**config.mk**
```make
export PLATFORM = sky130hd
export DESIGN_NAME = xbh_port
export DESIGN_NICKNAME = d
export VERILOG_FILES = /design/src/hdl/xbh_pkg.sv /design/src/hdl/xbh_port.sv /design/src/hdl/xbh_sync.sv
export SDC_FILE = /design/constraint.sdc
export NUM_CORES = 1
export LEC_CHECK = 0
export BUFFER_PORTS_ARGS = -buffer_cell sky130_fd_sc_hd__buf_2
export CAP_MARGIN = 0
export CORE_MARGIN = 8
export CORE_UTILIZATION = 53
export CTS_CLUSTER_SIZE = 10
export DETAILED_ROUTE_END_ITERATION = 7
export GPL_ROUTABILITY_DRIVEN = 0
export PLACE_DENSITY = 0.78
export RECOVER_POWER = 25
export SLEW_MARGIN = 5
export SYNTH_ARGS = -nofsm -noshare
export SYNTH_HDL_FRONTEND = slang
export SYNTH_SLANG_ARGS = --single-unit
```
**constraint.sdc**
```tcl
create_clock -name clock -period 9.5 [get_ports clock]
set_input_delay 0.95 -clock clock [delete_from_list [all_inputs] [get_ports clock]]
set_output_delay 0.95 -clock clock [all_outputs]
set_load 0.05 [all_outputs]
```
**src/hdl/xbh_pkg.sv**
```systemverilog
// Shared constants for the expansion bus host port and arbitration block
package xbh_pkg;
  // ************************************************************
  // Widths
  // ************************************************************
  localparam int DATA_W = 32;
  localparam int BE_W = 4;
  localparam int SYNC_W = 9 + BE_W + DATA_W;

  // ************************************************************
  // Clock periods, in ns
  // ************************************************************
  localparam int CLK_NS = 10;
  localparam int CPU_P_NS = 10;

  // ************************************************************
  // Documented times in CPU periods
  // ************************************************************
  localparam int FLOAT_MIN_P = 3;
  localparam int GRANT_MAX_P = 2;
  localparam int DROP_MIN_P = 3;
  localparam int RECLAIM_MAX_P = 2;
  localparam int DRIVE_MIN_P = 2;
  localparam int REQ_DROP_MAX_P = 2;
  localparam int DATA_HZ_MAX_P = 4;

  // ************************************************************
  // Derived cycle counts: least times round up, longest round down
  // ************************************************************
  localparam int FLOAT_CYC = (FLOAT_MIN_P * CPU_P_NS + CLK_NS - 1) / CLK_NS;
  localparam int GRANT_CYC = GRANT_MAX_P * CPU_P_NS / CLK_NS;
  localparam int DROP_CYC = (DROP_MIN_P * CPU_P_NS + CLK_NS - 1) / CLK_NS;
  localparam int RECLAIM_CYC = RECLAIM_MAX_P * CPU_P_NS / CLK_NS;
  localparam int DRIVE_CYC = (DRIVE_MIN_P * CPU_P_NS + CLK_NS - 1) / CLK_NS;
  localparam int REQ_DROP_CYC = REQ_DROP_MAX_P * CPU_P_NS / CLK_NS;
  localparam int DATA_HZ_CYC = DATA_HZ_MAX_P * CPU_P_NS / CLK_NS;

  // ************************************************************
  // Reset values of the boot straps
  // ************************************************************
  localparam logic DIR_POL_RST = 1'b0;
  localparam logic BLAST_POL_RST = 1'b0;
  localparam logic ARB_EN_RST = 1'b1;

  // ************************************************************
  // State types
  // ************************************************************
  typedef enum logic [1:0] {M_IDLE, M_DATA} xbh_mst_t;
  typedef enum logic [2:0] {S_IDLE, S_RD, S_RDY, S_WR, S_END} xbh_slv_t;
  typedef enum logic [2:0] {ARB_BOOT, ARB_OWN, ARB_PEND, ARB_FLOAT, ARB_OFF, ARB_BACK} xbh_arb_t;
endpackage

```
**src/hdl/xbh_port.sv**
```systemverilog
// Expansion bus host port: sync master, async slave and hold arbitration
// Functional notes
// - Ready line is active low during host-port accesses, input or output.
// - As bus master the burst-last output is always active low.
// - Shared byte-enable/address lines carry byte enables in host-port accesses.
// - Write/wait pin is a wait output, updated after bus clock rises.
// - Direction line polarity comes from a strap latched at boot.
// - Arbiter enabled: pending transactions finish before hold grant rises.
// - Arbiter enabled: float bus group at least 3P after hold request.
// - Arbiter enabled: raise grant within 2P after the group floats.
// - Arbiter enabled: keep grant 3P after request drops, then lower.
// - Arbiter enabled: drive group again within 2P after grant falls.
// - Arbiter disabled: drive group no sooner than 2P after grant.
// - Arbiter disabled: float group, then drop request within 2P.
// - Group is byte enables, address strobe, direction and burst-last.
// - Capture control and direction selects at chip select falling edge.
// - Async reads present data together with ready going low.
// - Async mode: release data within 4P of chip select rise; ready high.
// - Sync master: release data within 4P after the relevant bus clock rise.
// - Sync master samples ready, backoff and read data at bus clock rise.
// - Sync master updates strobe, direction, burst-last, enables after bus clock rise.
// - External sync master burst-last input polarity comes from boot strap.
`timescale 1ns/100ps
module xbh_port #(
  parameter int DATA_W = xbh_pkg::DATA_W,
  parameter int BE_W = xbh_pkg::BE_W
) (
  input wire logic clock,
  input wire logic rst,
  input wire logic strap_dir_pol,
  input wire logic strap_blast_pol,
  input wire logic strap_arb_en,
  input wire logic bus_input_clock,
  output logic address_strobe_line_n,
  output logic direction_line,
  input wire logic direction_select,
  output logic burst_last_line_n,
  input wire logic burst_last_line_i,
  output logic [BE_W-1:0] byte_enable_lines_o,
  input wire logic [BE_W-1:0] byte_enable_lines_i,
  output logic bus_group_oe,
  output logic [DATA_W-1:0] bus_data_lines_o,
  input wire logic [DATA_W-1:0] bus_data_lines_i,
  output logic bus_data_lines_oe,
  output logic ready_line_o,
  input wire logic ready_line_i,
  output logic ready_line_oe,
  input wire logic backoff_input_n,
  output logic wait_output,
  output logic wait_output_oe,
  output logic hold_request_o,
  input wire logic hold_request_i,
  output logic hold_request_oe,
  output logic hold_grant_o,
  input wire logic hold_grant_i,
  output logic hold_grant_oe,
  input wire logic chip_select_input_n,
  input wire logic control_select,
  input wire logic mst_req_valid,
  input wire logic mst_req_write,
  input wire logic [BE_W-1:0] mst_req_be,
  input wire logic [DATA_W-1:0] mst_req_wdata,
  input wire logic mst_wait,
  output logic mst_done,
  output logic mst_backoff,
  output logic [DATA_W-1:0] mst_rdata,
  output logic slv_req,
  output logic slv_write,
  output logic slv_cntl,
  output logic [BE_W-1:0] slv_be,
  output logic [DATA_W-1:0] slv_wdata,
  input wire logic slv_ack,
  input wire logic [DATA_W-1:0] slv_rdata,
  output logic ext_burst_last
);
  // ************************************************************
  // Input synchronisers and edge detection
  // ************************************************************
  logic [xbh_pkg::SYNC_W-1:0] sync_s;
  logic xclk_s, rdy_s, boff_s, hreq_s, hgnt_s, cs_s, cntl_s, dsel_s, blast_s;
  logic [BE_W-1:0] be_s;
  logic [DATA_W-1:0] data_s;
  logic xclk_q, cs_q;
  wire xclk_rise = xclk_s && !xclk_q;
  wire cs_fall = !cs_s && cs_q;
  wire cs_rise = cs_s && !cs_q;

  xbh_sync #(.W(xbh_pkg::SYNC_W)) u_sync (
    .clock(clock),
    .rst(rst),
    .d({bus_input_clock, ready_line_i, backoff_input_n, hold_request_i, hold_grant_i, chip_select_input_n,
        control_select, direction_select, burst_last_line_i, byte_enable_lines_i, bus_data_lines_i}),
    .q(sync_s)
  );
  assign {xclk_s, rdy_s, boff_s, hreq_s, hgnt_s, cs_s, cntl_s, dsel_s, blast_s, be_s, data_s} = sync_s;

  always_ff @(posedge clock or posedge rst)
  begin
    if (rst)
    begin
      xclk_q <= 1'b0;
      // Matches the synchroniser's reset value, so no false select fall follows reset
      cs_q <= 1'b0;
    end
    else
    begin
      xclk_q <= xclk_s;
      cs_q <= cs_s;
    end
  end

  // ************************************************************
  // Boot straps, caught on the first edge after reset release
  // ************************************************************
  logic boot_q, dir_pol_q, blast_pol_q, arb_en_q;

  always_ff @(posedge clock or posedge rst)
  begin
    if (rst)
    begin
      boot_q <= 1'b0;
      dir_pol_q <= xbh_pkg::DIR_POL_RST;
      blast_pol_q <= xbh_pkg::BLAST_POL_RST;
      arb_en_q <= xbh_pkg::ARB_EN_RST;
    end
    else if (!boot_q)
    begin
      boot_q <= 1'b1;
      dir_pol_q <= strap_dir_pol;
      blast_pol_q <= strap_blast_pol;
      arb_en_q <= strap_arb_en;
    end
  end

  assign ext_burst_last = blast_s ^ blast_pol_q;
  assign hold_grant_oe = boot_q && arb_en_q;
  assign hold_request_oe = boot_q && !arb_en_q;

  // ************************************************************
  // Bus arbitration
  // ************************************************************
  xbh_pkg::xbh_arb_t arb_q;
  logic [2:0] cnt_q;
  logic grp_oe_q, grant_q, hreq_q;
  xbh_pkg::xbh_mst_t m_q;
  wire m_idle = (m_q == xbh_pkg::M_IDLE);
  wire can_start = (arb_q == xbh_pkg::ARB_OWN) && !(arb_en_q && hreq_s);

  always_ff @(posedge clock or posedge rst)
  begin
    if (rst)
    begin
      arb_q <= xbh_pkg::ARB_BOOT;
      cnt_q <= 3'h0;
      grp_oe_q <= 1'b0;
      grant_q <= 1'b0;
      hreq_q <= 1'b0;
    end
    else
    begin
      case (arb_q)
        xbh_pkg::ARB_BOOT:
          if (boot_q)
          begin
            arb_q <= arb_en_q ? xbh_pkg::ARB_OWN : xbh_pkg::ARB_OFF;
            grp_oe_q <= arb_en_q;
          end
        xbh_pkg::ARB_OWN:
          if (arb_en_q)
          begin
            if (!hreq_s)
              cnt_q <= 3'h0;
            else if (cnt_q != 3'(xbh_pkg::FLOAT_CYC - 1))
              cnt_q <= cnt_q + 3'h1;
            else if (m_idle)
            begin
              arb_q <= xbh_pkg::ARB_FLOAT;
              grp_oe_q <= 1'b0;
              cnt_q <= 3'h0;
            end
          end
          else if (m_idle && !mst_req_valid)
          begin
            arb_q <= xbh_pkg::ARB_FLOAT;
            grp_oe_q <= 1'b0;
          end
        xbh_pkg::ARB_FLOAT:
        begin
          arb_q <= xbh_pkg::ARB_OFF;
          if (arb_en_q)
            grant_q <= 1'b1;
          else
            hreq_q <= 1'b0;
        end
        xbh_pkg::ARB_OFF:
          if (arb_en_q)
          begin
            if (hreq_s)
              cnt_q <= 3'h0;
            else if (cnt_q != 3'(xbh_pkg::DROP_CYC - 1))
              cnt_q <= cnt_q + 3'h1;
            else
            begin
              arb_q <= xbh_pkg::ARB_BACK;
              grant_q <= 1'b0;
              cnt_q <= 3'h0;
            end
          end
          else if (mst_req_valid)
          begin
            arb_q <= xbh_pkg::ARB_PEND;
            hreq_q <= 1'b1;
            cnt_q <= 3'h0;
          end
        xbh_pkg::ARB_PEND:
          if (!hgnt_s)
            cnt_q <= 3'h0;
          else if (cnt_q != 3'(xbh_pkg::DRIVE_CYC - 1))
            cnt_q <= cnt_q + 3'h1;
          else
          begin
            arb_q <= xbh_pkg::ARB_OWN;
            grp_oe_q <= 1'b1;
            cnt_q <= 3'h0;
          end
        xbh_pkg::ARB_BACK:
        begin
          arb_q <= xbh_pkg::ARB_OWN;
          grp_oe_q <= 1'b1;
        end
        default:
          arb_q <= xbh_pkg::ARB_BOOT;
      endcase
    end
  end

  assign bus_group_oe = grp_oe_q;
  assign hold_grant_o = grant_q;
  assign hold_request_o = hreq_q;

  // ************************************************************
  // Synchronous master, paced by bus clock rising edges
  // ************************************************************
  logic as_n_q, dir_q, blast_n_q, wait_q, m_write_q, m_oe_q, done_q, boff_q;
  logic [BE_W-1:0] be_q;
  logic [DATA_W-1:0] m_wdata_q, rdata_q;

  always_ff @(posedge clock or posedge rst)
  begin
    if (rst)
    begin
      m_q <= xbh_pkg::M_IDLE;
      as_n_q <= 1'b1;
      dir_q <= 1'b0;
      blast_n_q <= 1'b1;
      be_q <= '0;
      wait_q <= 1'b0;
      m_write_q <= 1'b0;
      m_oe_q <= 1'b0;
      m_wdata_q <= '0;
      rdata_q <= '0;
      done_q <= 1'b0;
      boff_q <= 1'b0;
    end
    else
    begin
      done_q <= 1'b0;
      boff_q <= 1'b0;
      if (xclk_rise)
      begin
        wait_q <= mst_wait && !m_idle;
        case (m_q)
          xbh_pkg::M_IDLE:
            if (mst_req_valid && can_start)
            begin
              m_q <= xbh_pkg::M_DATA;
              as_n_q <= 1'b0;
              dir_q <= mst_req_write ^ dir_pol_q;
              blast_n_q <= 1'b0;
              be_q <= mst_req_be;
              m_write_q <= mst_req_write;
              m_oe_q <= mst_req_write;
              m_wdata_q <= mst_req_wdata;
            end
          xbh_pkg::M_DATA:
          begin
            as_n_q <= 1'b1;
            if (!boff_s || !rdy_s)
            begin
              m_q <= xbh_pkg::M_IDLE;
              blast_n_q <= 1'b1;
              m_oe_q <= 1'b0;
              done_q <= boff_s;
              boff_q <= !boff_s;
              if (boff_s && !m_write_q)
                rdata_q <= data_s;
            end
          end
          default:
            m_q <= xbh_pkg::M_IDLE;
        endcase
      end
    end
  end

  assign address_strobe_line_n = as_n_q;
  assign direction_line = dir_q;
  assign burst_last_line_n = blast_n_q;
  assign byte_enable_lines_o = be_q;
  assign wait_output = wait_q;
  assign wait_output_oe = !m_idle;
  assign mst_done = done_q;
  assign mst_backoff = boff_q;
  assign mst_rdata = rdata_q;

  // ************************************************************
  // Asynchronous slave, framed by chip select
  // ************************************************************
  xbh_pkg::xbh_slv_t s_q;
  logic sreq_q, swr_q, scntl_q, s_oe_q, rdy_drv_q;
  logic [BE_W-1:0] sbe_q;
  logic [DATA_W-1:0] sw_q, sr_q;

  // A slave access is only taken while the local master is idle
  always_ff @(posedge clock or posedge rst)
  begin
    if (rst)
    begin
      s_q <= xbh_pkg::S_IDLE;
      sreq_q <= 1'b0;
      swr_q <= 1'b0;
      scntl_q <= 1'b0;
      sbe_q <= '0;
      sw_q <= '0;
      sr_q <= '0;
      s_oe_q <= 1'b0;
      rdy_drv_q <= 1'b1;
    end
    else
    begin
      sreq_q <= 1'b0;
      case (s_q)
        xbh_pkg::S_IDLE:
          if (cs_fall && m_idle && boot_q)
          begin
            swr_q <= dsel_s ^ dir_pol_q;
            scntl_q <= cntl_s;
            sbe_q <= be_s;
            if (dsel_s ^ dir_pol_q)
            begin
              s_q <= xbh_pkg::S_WR;
              rdy_drv_q <= 1'b0;
            end
            else
            begin
              s_q <= xbh_pkg::S_RD;
              sreq_q <= 1'b1;
            end
          end
        xbh_pkg::S_RD:
          if (slv_ack)
          begin
            s_q <= xbh_pkg::S_RDY;
            sr_q <= slv_rdata;
            s_oe_q <= 1'b1;
            rdy_drv_q <= 1'b0;
          end
        xbh_pkg::S_RDY:
          if (cs_rise)
          begin
            s_q <= xbh_pkg::S_END;
            s_oe_q <= 1'b0;
            rdy_drv_q <= 1'b1;
          end
        xbh_pkg::S_WR:
          if (cs_rise)
          begin
            s_q <= xbh_pkg::S_END;
            sw_q <= data_s;
            sbe_q <= be_s;
            sreq_q <= 1'b1;
            rdy_drv_q <= 1'b1;
          end
        xbh_pkg::S_END:
          if (sreq_q || slv_ack || !swr_q)
            s_q <= xbh_pkg::S_IDLE;
        default:
          s_q <= xbh_pkg::S_IDLE;
      endcase
    end
  end

  assign slv_req = sreq_q;
  assign slv_write = swr_q;
  assign slv_cntl = scntl_q;
  assign slv_be = sbe_q;
  assign slv_wdata = sw_q;
  assign ready_line_o = rdy_drv_q;
  assign ready_line_oe = (s_q != xbh_pkg::S_IDLE);
  assign bus_data_lines_oe = m_oe_q || s_oe_q;
  assign bus_data_lines_o = s_oe_q ? sr_q : m_wdata_q;
endmodule

```
**src/hdl/xbh_sync.sv**
```systemverilog
// Two flip-flop synchroniser for inputs from outside the clock domain
`timescale 1ns/100ps
module xbh_sync #(
  parameter int W = 1
) (
  input wire logic clock,
  input wire logic rst,
  input wire logic [W-1:0] d,
  output logic [W-1:0] q
);
  logic [W-1:0] meta_q;

  always_ff @(posedge clock or posedge rst)
  begin
    if (rst)
    begin
      meta_q <= '0;
      q <= '0;
    end
    else
    begin
      meta_q <= d;
      q <= meta_q;
    end
  end
endmodule

```
Yosys cells after proc, flatten, opt, wreduce, memory -nomap -nowiden

Cells that the tools add are included.

Output and inout bits: 123
Flip-flop bits (word level): 259
Input bits: 122

Reductions and logical operators: 57
Mux-type cells: 81
$add $sub $neg: 1
Bitwise logic cells: 3
Equal/unequal tests: 40

Operator list:

| cell                                                                     | number |
|---|---|
| 3-bit 2-to-1 mux                                                         | 27 |
| 1-bit 2-to-1 mux                                                         | 34 |
| 2-bit inequality test (second input constant)                            | 17 |
| 32-bit 2-to-1 mux                                                        | 1 |
| 4-bit AND reduction                                                      | 5 |
| 3-bit one-hot mux with 6 select lines                                    | 1 |
| 3-bit inequality test (second input constant)                            | 5 |
| 3-bit AND reduction                                                      | 5 |
| 1-bit one-hot mux with 2 select lines                                    | 7 |
| 1-bit logical AND                                                        | 13 |
| 3-bit by 2-bit equality test with 1-bit output (second input constant)   | 4 |
| 3-bit one-hot mux with 4 select lines                                    | 1 |
| 1-bit logical NOT                                                        | 11 |
| 10-bit AND reduction                                                     | 1 |
| 5-bit AND reduction                                                      | 2 |
| 3-bit equality test (second input constant)                              | 3 |
| 3-bit by 2-bit inequality test with 1-bit output (second input constant) | 3 |
| 3-bit one-hot mux with 3 select lines                                    | 1 |
| 3-bit nonzero test                                                       | 3 |
| 4-bit 2-to-1 mux                                                         | 2 |
| 4-bit one-hot mux with 2 select lines                                    | 1 |
| 8-bit AND reduction                                                      | 1 |
| 2-bit nonzero test                                                       | 4 |
| 3-bit by 1-bit equality test with 1-bit output (second input constant)   | 2 |
| 16 further kinds                                                         | 28 |

Depth between registers and ports, before layout

Gate-level depths: netlist (run 1).

Word-level depth: 6
Depth in mapped cells: 8

Hierarchy

Synthesis (run 1) repeated with hierarchy kept, for this count alone.

Cells, all modules: 598
Area total of the unflattened synthesis: 9427.8 um2

Modules (own cells, without submodules):

| module   | sequential area each (um2) | area an instance (um2) | cells each | times used |
|---|---|---|---|---|
| xbh_port | 4209.0                     | 7171.9                 | 507        | 1 |
| xbh_sync | 2252.2                     | 2255.9                 | 91         | 1 |

Least setup slack after synthesis (run 1)

Ideal clock, no wire load.

Path type: register to output
Start point: register s_oe_q
End point: output bus_data_lines_o[10]
Cell stages (with the launch flop): 4
Buffers on the path: 2
Data arrival time: 1.416 ns
Setup slack: 7.134 ns
Cells stage by stage: dfrtp_1 clkbuf_1 buf_1 mux2_2

Word-level cells in the longest chain between the ends: 1

RTL lines:

| element                  | RTL line        | source |
|---|---|---|
| start: declaration       | xbh_port.sv:320 | `logic sreq_q, swr_q, scntl_q, s_oe_q, rdy_drv_q;` |
| start signal: assignment | xbh_port.sv:336 | `s_oe_q <= 1'b0;` |
| start signal: assignment | xbh_port.sv:365 | `s_oe_q <= 1'b1;` |
| start signal: assignment | xbh_port.sv:372 | `s_oe_q <= 1'b0;` |
| 32-bit 2-to-1 mux        | xbh_port.sv:401 | `assign bus_data_lines_o = s_oe_q ? sr_q : m_wdata_q;` |
| end: declaration         | xbh_port.sv:42  | `output logic [DATA_W-1:0] bus_data_lines_o,` |

No other way between the ends.

==> run_results.csv, run 1 <==
group,metric,value,unit
clock_tree,cts_made_buffers,29,
synth,synth.mux.area_fraction,17.3,%
critical_path,worstSetupPathType,"input port to async pin",
floorplan,die_y,150,um
power_and_ir_drop,swShare,43.0,%
synth,synth_xor_area_share,0.276,%
synth,syn_area_per_cell,14.1,um2
critical_path,crit_slowest_cell,"clkinvlp_2",
routing,dr.pass1.iters,4,
critical_path,ff2ff_setup_slack,6900,ps
timing,max_freq,235,MHz
layout,layout.cells.non_filler,1161,
timing,drv_slew,110,
placed_design,pre_cts_ws,6820,ps
critical_path,max_stage_delay,2580,ps
critical_path,reg2reg_depth,5,
timing,setup_viol,0,
synth,yosysUniqueCellTypes,54,
hold_path,min_to,"u_sync.q[10]",
floorplan,io_pins,245,
global_routing,grt_max_degree,110,
synth,post-synth-top-area-fraction,66.8,%
routing,via_per_inst,5.11,
timing,hold_viol_final,0,
layout,n_antenna_cell,0,
placed_design,placed_cells,1122,
hold_path,hold_path_depth,0,
layout,fin_nets,1046,
floorplan,dieArea,0.0225,mm2
power_and_ir_drop,vdd_ir_drop_max,257,uV
clock_tree,cts_max_level,1,
outcome,status,"finished, violations left",
synth,yosysWarningCount,0,
global_routing,grt_pass1_wl,34300,um
outcome,violations,"capacitance limit, slew limit",
power_and_ir_drop,switchingPower,1.91,mW
timing,setup_tns,0,ps
synth,synthAdderAreaFrac,0,%
clock_tree,clk_pin_slew,50,ps
clock_tree,cts_root_buffer,"clkbuf_16",
clock_tree,cts_setup_buffers,0,
timing,worst_pin_slew,4590,ps
floorplan,placementRows,49,
power_and_ir_drop,power_frac_seq,36.9,%
clock_tree,ctsLongestPathBuffers,3,
global_routing,grtUsageTotal,19.3,%
power_and_ir_drop,combPwrFrac,42.1,%
synth,synth-simple-area-share,8.96,%
critical_path,arrival,4760,ps
routing,vias,5937,
placed_design,dpl.hpwl,15000,um
power_and_ir_drop,pwr-share-clk,21.0,%
clock_tree,hold_buffers,0,
job,maxCapViolations,1,
floorplan,die_w,150,um
timing,slew_headroom,-208,%
routing,ant_nets,0,
synth,synth-async-reset-ratio,100,%
clock_tree,clock-sinks,258,
synth,synth.area.top_cells,"dfrtp_1, mux2_2, nand2_1, mux2_4, dfstp_2",
layout,fill_cells,1349,
critical_path,cp_max_fo,109,
synth,synth_top_family_by_area,"multiplexers",
synth,synth_edf_count,0,
routing,wirelength,21600,um
routing,drc_errors,0,
synth,synth-seq-area-share,67.9,%
synth,synthCells,675,
hold_path,holdCritStartpoint,"u_sync.meta_q[10]",
routing,drtIter0Drc,347,
critical_path,reg2reg_from,"m_q[0]",
clock_tree,clk_latency,520,ps
timing,rsz0062_at_grt,"false",
global_routing,grt_pass1_vias,6424,
critical_path,reg2reg_to,"mst_rdata[29]",
clock_tree,cts_tree,"yes",
timing,timing.final.ws_setup,5240,ps
timing,min_period_over_period,44.8,%
synth,synth_top_area_cell,"dfrtp_1",
global_routing,antenna_found_initial,2,
synth,synth_ff_type,"dfrtp_1",
synth,synth_compound_area_share,3.10,%
synth,synth_nets,797,
floorplan,core_area,0.0178,mm2
global_routing,grt-ovfl-total,0,
timing,period_minus_slack,4260,ps
layout,mostFrequentLayoutCell,"dfrtp_1",
hold_path,hold_class,"register to register",
critical_path,startpoint_type,"input port",
critical_path,required,10000,ps
power_and_ir_drop,powerDensity,381,mW/mm2
critical_path,cp-end-kind,"async pin",
floorplan,initial_core_util,53.5,%
synth,syn_area,0.00951,mm2
layout,syn2layout_area_growth,22.4,%
layout,layout_common_cells,"dfrtp_1, buf_2, nand2_1, mux2_2, mux2_4",
power_and_ir_drop,leakagePower,5.89,nW
placed_design,port_buffers,244,
synth,synth_seq_cells,258,
critical_path,crit_chain,"buf_2, clkinvlp_2, buf_4",
layout,drive_gt1_share,45.2,%
routing,wl_per_cell,18.6,um
power_and_ir_drop,p_int,2.53,mW
timing,finalClockSkew,7.40,ps
clock_tree,post_cts_resized,0,
## cells in the mapped netlist, types with 4 or more instances
library cell	number
a21oi_1	8
buf_2	11
clkbuf_1	17
dfrtp_1	254
dfstp_2	4
inv_1	8
mux2_2	104
mux2_4	30
nand2_1	130
nand2b_1	6
nand3_1	6
nor2_1	13
nor2b_1	4
nor3_1	5
nor3b_1	4
o21ai_0	15
## critical path: cells and delay by family
family	cells	cell delay, ps
buf+inv	3	3750
## final cells by class
type	count	area [um2]	area share, %
Inverter	9	35.0	0.301
Tap cell	229	287	2.46
Timing Repair Buffer	251	1260	10.9
Sequential cell	258	6460	55.5
Clock buffer	39	763	6.56
Multi-Input combinational cell	375	2830	24.3
## routing by layer
metal  routed length (um)  global-route usage, %
met5                   26                      0
met4                  297                   4.35
met3                 2010                   6.05
met2                10100                   30.6
met1                 9130                   25.6
## worst max-delay path by stage
stage,from,end,depth (start not counted)
floorplan,rst,arb_q[0],1
global placement,rst,m_wdata_q[10],3
detailed placement,rst,slv_wdata[8],3
CTS,s_oe_q,bus_data_lines_o[28],3
global route,rst,mst_rdata[9],3
finish,rst,u_sync.q[7],3
## cells by family (layout without fill, tap and decap cells)
logic type             count (synthesis)  in the layout
XOR/XNOR                               3              3
buffers and inverters                 42            299
AO/OA/AOI/OAI                         46             46
AND/OR/NAND/NOR                      189            189
other                                  1              1
multiplexers                         136            136
flip-flops                           258            258
## sequential cells by signal, summed over array words and instances (netlist names), 3 cells and up
| signal | count |
|---|---|
| arb_q | 3 |
| m_wdata_q | 32 |
| slv_wdata | 32 |
| sr_q | 32 |
| u_sync.q | 45 |
| byte_enable_lines_o | 4 |
| s_q | 3 |
| slv_be | 4 |
| mst_rdata | 32 |
| u_sync.meta_q | 45 |
| cnt_q | 3 |
## power by group through the flow
stage	combinational, mW	sequential, mW	clock [mW]
2_1_floorplan	0.956	2.11	0
3_3_place_gp	1.85	1.63	0
3_5_place_dp	1.88	1.65	0
4_1_cts	1.89	1.64	0.957
5_1_grt	1.97	1.68	1.00
6_report	1.87	1.64	0.933
## stage by stage
step | util (%) | area [um2] | hold slack [ps] | power, mW
3_3_place_gp | 61.3 | 10900 | 332 | 3.48
4_1_cts | 65.5 | 11700 | 345 | 4.48
3_5_place_dp | 61.3 | 10900 | 335 | 3.53
6_report | 65.5 | 11600 | 343 | 4.43
5_1_grt | 65.5 | 11600 | 349 | 4.66
2_1_floorplan | - | 9510 | 331 | 3.07
Power figures use the tool's default switching activity.
==> inputs of run 2 (changes only) <==
--- a/config.mk
+++ b/config.mk
@@ -5,14 +5,15 @@
 export SDC_FILE = /design/constraint.sdc
 export NUM_CORES = 1
 export LEC_CHECK = 0
+export ABC_AREA = 1
 export BUFFER_PORTS_ARGS = -buffer_cell sky130_fd_sc_hd__buf_2
 export CAP_MARGIN = 0
 export CORE_MARGIN = 8
-export CORE_UTILIZATION = 53
+export CORE_UTILIZATION = 52
 export CTS_CLUSTER_SIZE = 10
 export DETAILED_ROUTE_END_ITERATION = 7
 export GPL_ROUTABILITY_DRIVEN = 0
-export PLACE_DENSITY = 0.78
+export PLACE_DENSITY = 0.77
 export RECOVER_POWER = 25
 export SLEW_MARGIN = 5
 export SYNTH_ARGS = -nofsm -noshare
==> constraint.sdc (replaced) <==
create_clock -name clock -period 4.1 [get_ports clock]
set_input_delay 0.41 -clock clock [delete_from_list [all_inputs] [get_ports clock]]
set_output_delay 0.41 -clock clock [all_outputs]
set_load 0.05 [all_outputs]
==> run 2 against run 1 <==
The flow finishes with violations (capacitance limit). Die area is 1.4% higher. Sequential power is 130% higher. Setup slack worse by 4000 ps. Routed wire length is 10% higher. Sequential share of layout area is 1.9 points lower. Via count is 25% higher. Clock power is 130% higher. Worst hold slack worse by 320 ps. Critical path depth is 2 higher. Register-to-register slack worse by 4900 ps. Combinational power is 140% higher. First-iteration DRC count is 40% higher. Critical endpoint is now bus_data_lines_o[24].
==> run_results.csv, run 2 <==
group,metric,value,unit
clock_tree,cts_made_buffers,29,
layout,layout.cells.non_filler,1510,
clock_tree,hold_buffers,40,
timing,max_freq,350,MHz
critical_path,ff2ff_setup_slack,1990,ps
critical_path,worstSetupPathType,"register to output pin",
timing,rsz0062_at_grt,"false",
layout,layout_common_cells,"nand2_1, dfrtp_1, buf_2, nor2_1, inv_1",
synth,synth_nets,1105,
timing,setup_tns,0,ps
clock_tree,ctsLongestPathBuffers,3,
timing,hold_viol_final,0,
layout,utilization,67.3,%
routing,via_per_inst,4.92,
global_routing,grt-ovfl-total,0,
floorplan,core_area,0.0179,mm2
critical_path,reg2reg_depth,6,
routing,drtIter0Drc,487,
power_and_ir_drop,powerDensity,867,mW/mm2
critical_path,arrival,2440,ps
floorplan,io_pins,245,
power_and_ir_drop,pwr-share-clk,21.0,%
power_and_ir_drop,p_int,5.63,mW
routing,wl_per_cell,15.8,um
placed_design,placed_cells,1427,
synth,synth.area.top_cells,"dfrtp_1, nand2_1, nor2_1, inv_1, o21ai_0",
floorplan,die_y,151,um
layout,fin_nets,1391,
synth,synth_ff_type,"dfrtp_1",
global_routing,grt_max_degree,93,
global_routing,grt_pass1_vias,7756,
power_and_ir_drop,power_frac_seq,36.5,%
layout,syn2layout_area_growth,27.3,%
synth,syn_area,0.00947,mm2
floorplan,die_w,151,um
clock_tree,cts_tree,"yes",
critical_path,reg2reg_to,"byte_enable_lines_o[0]",
clock_tree,clk_pin_slew,50,ps
hold_path,min_to,"u_sync.meta_q[31]",
outcome,status,"finished, violations left",
clock_tree,cts_root_buffer,"clkbuf_16",
clock_tree,clock-sinks,258,
clock_tree,cts_max_level,1,
power_and_ir_drop,combPwrFrac,42.5,%
timing,setup_viol,0,
floorplan,initial_core_util,52.9,%
power_and_ir_drop,swShare,46.2,%
global_routing,grt_pass1_wl,37700,um
timing,worst_pin_slew,1490,ps
critical_path,required,3690,ps
synth,synth-async-reset-ratio,100,%
outcome,violations,"capacitance limit",
synth,yosysUniqueCellTypes,31,
timing,drv_slew,0,
layout,reg.largest.list,"u_sync.meta_q x45, u_sync.q x45",
power_and_ir_drop,switchingPower,4.82,mW
routing,drc_errors,0,
clock_tree,cts_setup_buffers,0,
synth,synth_seq_cells,258,
timing,finalClockSkew,18.5,ps
synth,synth_edf_count,0,
critical_path,cp_max_fo,34,
synth,synth-seq-area-share,68.2,%
routing,ant_nets,0,
synth,syn_area_per_cell,9.64,um2
power_and_ir_drop,leakagePower,6.67,nW
clock_tree,clk_latency,520,ps
synth,ys_top_cells_by_count,"nand2_1, dfrtp_1, nor2_1",
critical_path,cp-end-kind,"output pin",
routing,wirelength,23800,um
hold_path,hold_path_depth,1,
power_and_ir_drop,power,10.5,mW
hold_path,holdCritStartpoint,"bus_data_lines_i[31]",
layout,drive_gt1_share,22.5,%
timing,period_minus_slack,2850,ps
critical_path,startpoint_type,"register",
synth,yosysWarningCount,0,
global_routing,antenna_found_initial,2,
placed_design,dpl.hpwl,16000,um
power_and_ir_drop,vdd_ir_drop_max,708,uV
global_routing,grtUsageTotal,20.6,%
synth,synthCells,983,
synth,synth_top_area_cell,"dfrtp_1",
placed_design,port_buffers,244,
layout,mostFrequentLayoutCell,"nand2_1",
synth,post-synth-top-area-fraction,67.1,%
routing,dr.pass1.iters,4,
placed_design,dpl-instance-area,0.0109,mm2
hold_path,hold_class,"input port to register",
floorplan,placementRows,49,
timing,slew_headroom,0.233,%
clock_tree,post_cts_resized,0,
floorplan,dieArea,0.0228,mm2
layout,final_area,0.0121,mm2
routing,vias,7431,
critical_path,reg2reg_from,"arb_en_q",
job,maxCapViolations,1,
timing,min_period_over_period,69.6,%
synth,yosysMostFrequentCell,"nand2_1",
run 2: kinds of logic (layout without fill, tap and decap cells):
family	after synthesis	count (layout)	synth area share, %
flops	258	258	68.2
buf+inv	99	392	4.42
xor+xnor	3	3	0.277
mux	1	1	0.119
compound gates	86	86	4.65
simple gates	535	535	22.3
other cells	1	6	0.0396
run 2: how the worst max path moves through the flow:
| stage | from | end | slack, ps | depth (start not counted) |
|---|---|---|---|---|
| 2_1_floorplan | rst | arb_q[0] | 290 | 1 |
| 3_5_place_dp | s_oe_q | bus_data_lines_o[24] | 1800 | 5 |
| 4_1_cts | s_oe_q | bus_data_lines_o[24] | 1240 | 5 |
| 6_report | s_oe_q | bus_data_lines_o[24] | 1250 | 5 |
| 3_3_place_gp | s_oe_q | bus_data_lines_o[10] | 1910 | 5 |
| 5_1_grt | s_oe_q | bus_data_lines_o[12] | 1050 | 5 |
run 2: area by class of cell:
cell class	count	area (um2)
inverter	61	230
fill	1408	5850
tap	229	287
timing repair buffer	293	1700
sequential	258	6460
clock buffer	38	769
multi-input combinational	626	2600
antenna	5	12.5
run 2: per-layer routing:
layer,routed length [um],vias up,part of all wire (%),track usage (%)
met5,12,-,0.050,0
met4,552,2,2.3,7.32
met3,2220,48,9.3,6.01
met2,11200,285,47,34.0
met1,9880,3504,41,25.4
li1,-,3592,-,-
run 2: power by group through the flow:
stage          combinational (mW)  sequential, mW  clock [mW]
2_1_floorplan                2.07            5.05           0
3_3_place_gp                 4.35            3.81           0
3_5_place_dp                 4.44            3.82           0
4_1_cts                      4.48            3.81        2.25
5_1_grt                      4.78            3.91        2.34
6_report                     4.44            3.82        2.19
run 2: stage by stage:
step / hold WS, ps / worst slack [ps]
after floorplan: 331 / 294
after global placement: 331 / 1910
after detailed placement: 335 / 1800
after global routing: 2.19 / 1050
after CTS: 0.514 / 1240
final: 23.9 / 1250
run 2: worst max-delay path, cell delays in order (launching register included):
cell and delay (ps):
dfrtp_1 350, buf_4 250, inv_1 800, nand2_1 140
nand2_1 110, buf_2 260
==> inputs of run 3 (changes only) <==
--- a/config.mk
+++ b/config.mk
@@ -9,11 +9,11 @@
 export BUFFER_PORTS_ARGS = -buffer_cell sky130_fd_sc_hd__buf_2
 export CAP_MARGIN = 0
 export CORE_MARGIN = 8
-export CORE_UTILIZATION = 52
+export CORE_UTILIZATION = 47
 export CTS_CLUSTER_SIZE = 10
 export DETAILED_ROUTE_END_ITERATION = 7
 export GPL_ROUTABILITY_DRIVEN = 0
-export PLACE_DENSITY = 0.77
+export PLACE_DENSITY = 0.73
 export RECOVER_POWER = 25
 export SLEW_MARGIN = 5
 export SYNTH_ARGS = -nofsm -noshare
==> constraint.sdc (replaced) <==
create_clock -name clock -period 2.44 [get_ports clock]
set_input_delay 0.244 -clock clock [delete_from_list [all_inputs] [get_ports clock]]
set_output_delay 0.244 -clock clock [all_outputs]
set_load 0.05 [all_outputs]
==> run 3 against run 2 <==
The flow now finishes without violations. Via count is 6.7% higher. Setup slack worse by 950 ps. Sequential cell count stayed put. Die area is 9.5% higher. Combinational power is 74% higher.
==> run_results.csv, run 3 (synthesized netlist as in run 2, its figures left out) <==
group,metric,value,unit
outcome,status,"complete, no violations",
critical_path,worst-path-buf-inv,3,
floorplan,die_y,158,um
critical_path,arrival,1900,ps
global_routing,grt-ovfl-total,0,
layout,layout_common_cells,"nand2_1, dfrtp_1, buf_2, dlygate4sd3_1, nor2_1",
critical_path,crit_slowest_cell,"dfrtp_1",
critical_path,reg2reg_from,"arb_q[1]",
critical_path,cp-end-kind,"output pin",
timing,drv_slew,0,
clock_tree,clock-sinks,258,
power_and_ir_drop,pwr-share-clk,22.1,%
global_routing,antenna_found_initial,2,
routing,drtIter0Drc,466,
timing,period_minus_slack,2140,ps
timing,hold_viol_final,0,
hold_path,min_to,"s_q[2]",
timing,holdWs,109,ps
power_and_ir_drop,swShare,45.7,%
critical_path,reg2reg_to,"m_wdata_q[1]",
global_routing,grt_pass1_wl,41900,um
timing,setup_tns,0,ps
routing,ant_nets,0,
floorplan,placementRows,52,
timing,finalClockSkew,14.6,ps
clock_tree,cts_setup_buffers,0,
job,maxCapViolations,0,
routing,wl_per_cell,15.8,um
critical_path,ff2ff_setup_slack,590,ps
timing,rsz0062_at_grt,"false",
clock_tree,cts_made_buffers,30,
global_routing,grt_pass1_vias,8290,
clock_tree,cts_tree,"yes",
routing,vias,7927,
critical_path,required,2200,ps
floorplan,initial_core_util,47.3,%
global_routing,grtUsageTotal,21.1,%
power_and_ir_drop,leakagePower,7.02,nW
critical_path,max_stage_delay,370,ps
critical_path,crit_chain,"inv_1, buf_4, nand2_1, nand2_1, buf_2",
clock_tree,cts_max_level,1,
timing,slew_headroom,42.1,%
power_and_ir_drop,powerDensity,1390,mW/mm2
critical_path,crit_path_frequent_cell,"nand2_1",
routing,wirelength,25900,um
critical_path,startpoint_type,"register",
power_and_ir_drop,combPwrFrac,42.7,%
clock_tree,cts_root_buffer,"clkbuf_16",
timing,setup_viol,0,
clock_tree,ctsLongestPathBuffers,3,
timing,max_freq,467,MHz
layout,reg.largest.list,"u_sync.meta_q x45, u_sync.q x45",
critical_path,cp_top_family,"buffers and inverters",
floorplan,dieArea,0.0250,mm2
routing,dr.pass1.iters,5,
floorplan,core_area,0.0200,mm2
layout,fin_nets,1474,
critical_path,reg2reg_depth,7,
hold_path,hold_class,"input port to register",
hold_path,holdCritStartpoint,"slv_ack",
layout,drive_gt1_share,20.7,%
hold_path,hold_path_depth,4,
clock_tree,post_cts_resized,0,
floorplan,die_w,158,um
power_and_ir_drop,vdd_ir_drop_max,981,uV
floorplan,io_pins,245,
layout,final_area,0.0130,mm2
placed_design,port_buffers,244,
power_and_ir_drop,p_int,9.80,mW
clock_tree,clk_pin_slew,60,ps
routing,drc_errors,0,
clock_tree,clk_latency,530,ps
placed_design,dpl.hpwl,16000,um
layout,syn2layout_area_growth,37.3,%
layout,mostFrequentLayoutCell,"nand2_1",
global_routing,grt_max_degree,90,
timing,min_period_over_period,87.7,%
routing,via_per_inst,4.84,
timing,worst_pin_slew,868,ps
placed_design,dpl-instance-area,0.0110,mm2
critical_path,worstSetupPathType,"register to output pin",
power_and_ir_drop,power_frac_seq,35.2,%
power_and_ir_drop,switchingPower,8.25,mW
critical_path,cp_max_fo,33,
## run 3: cell count changes in the layout (fill, tap and decap cells not counted), sizes merged
| cell | change |
|---|---|
| clkbuf | +16 |
| clkinvlp | +1 |
| buf | -7 |
| bufinv | +1 |
| dlygate4sd3 | +79 |
| diode | -2 |
## run 3: how the worst max path moves through the flow
stage | from | depth (start not counted) | endpoint
6_report | s_oe_q | 5 | bus_data_lines_o[2]
5_1_grt | s_oe_q | 5 | bus_data_lines_o[2]
4_1_cts | s_oe_q | 5 | bus_data_lines_o[2]
3_5_place_dp | arb_q[1] | 7 | m_wdata_q[23]
3_3_place_gp | arb_q[1] | 7 | m_wdata_q[29]
2_1_floorplan | rst | 1 | arb_q[0]
## run 3: power groups by stage
| stage | logic, mW | registers [mW] | clock network (mW) |
|---|---|---|---|
| after floorplan | 3.47 | 8.48 | 0 |
| after global placement | 7.44 | 6.34 | 0 |
| after detailed placement | 7.54 | 6.38 | 0 |
| after CTS | 7.72 | 6.33 | 4.08 |
| after global routing | 8.30 | 6.51 | 4.26 |
| final | 7.71 | 6.35 | 3.99 |
## run 3: area by class of cell
type                    count  area, um2
clock buffers              44        825
fillers                  1562       7030
clock inverters             2       37.5
inverters                  61        230
repair buffers            375       2510
flip-flops and latches    258       6460
well taps                 270        338
diodes                      3       7.51
multi-input cells         626       2600
## run 3: worst register-to-register path: stages (launching register included)
cell     delay (ps)
dfrtp_1         400
inv_1           110
nand2_2          80
nor2_4          210
nand3_2         120
inv_2           540
nand2_1         170
nand2_1         140
## run 3: per-stage QoR
step	util [%]	std cells	power, mW	worst slack, ps
finish	64.9	1639	18.1	299
global route	64.9	1638	19.1	210
CTS	65.1	1636	18.1	275
detailed placement	54.8	1471	13.9	690
global placement	54.8	1471	13.8	774
floorplan	-	983	12.0	-1200
## run 3: what timing repair did
action,CTS,global route
hold buffers,119,0
setup endpoints to repair,0,0
hold endpoints to repair,129,0
## run 3: per-layer routing
metal / share of wire, % / GRT usage (%)
met5: 0 / 0
met4: 2.9 / 7.00
met3: 10 / 5.90
met2: 47 / 35.0
met1: 40 / 26.2
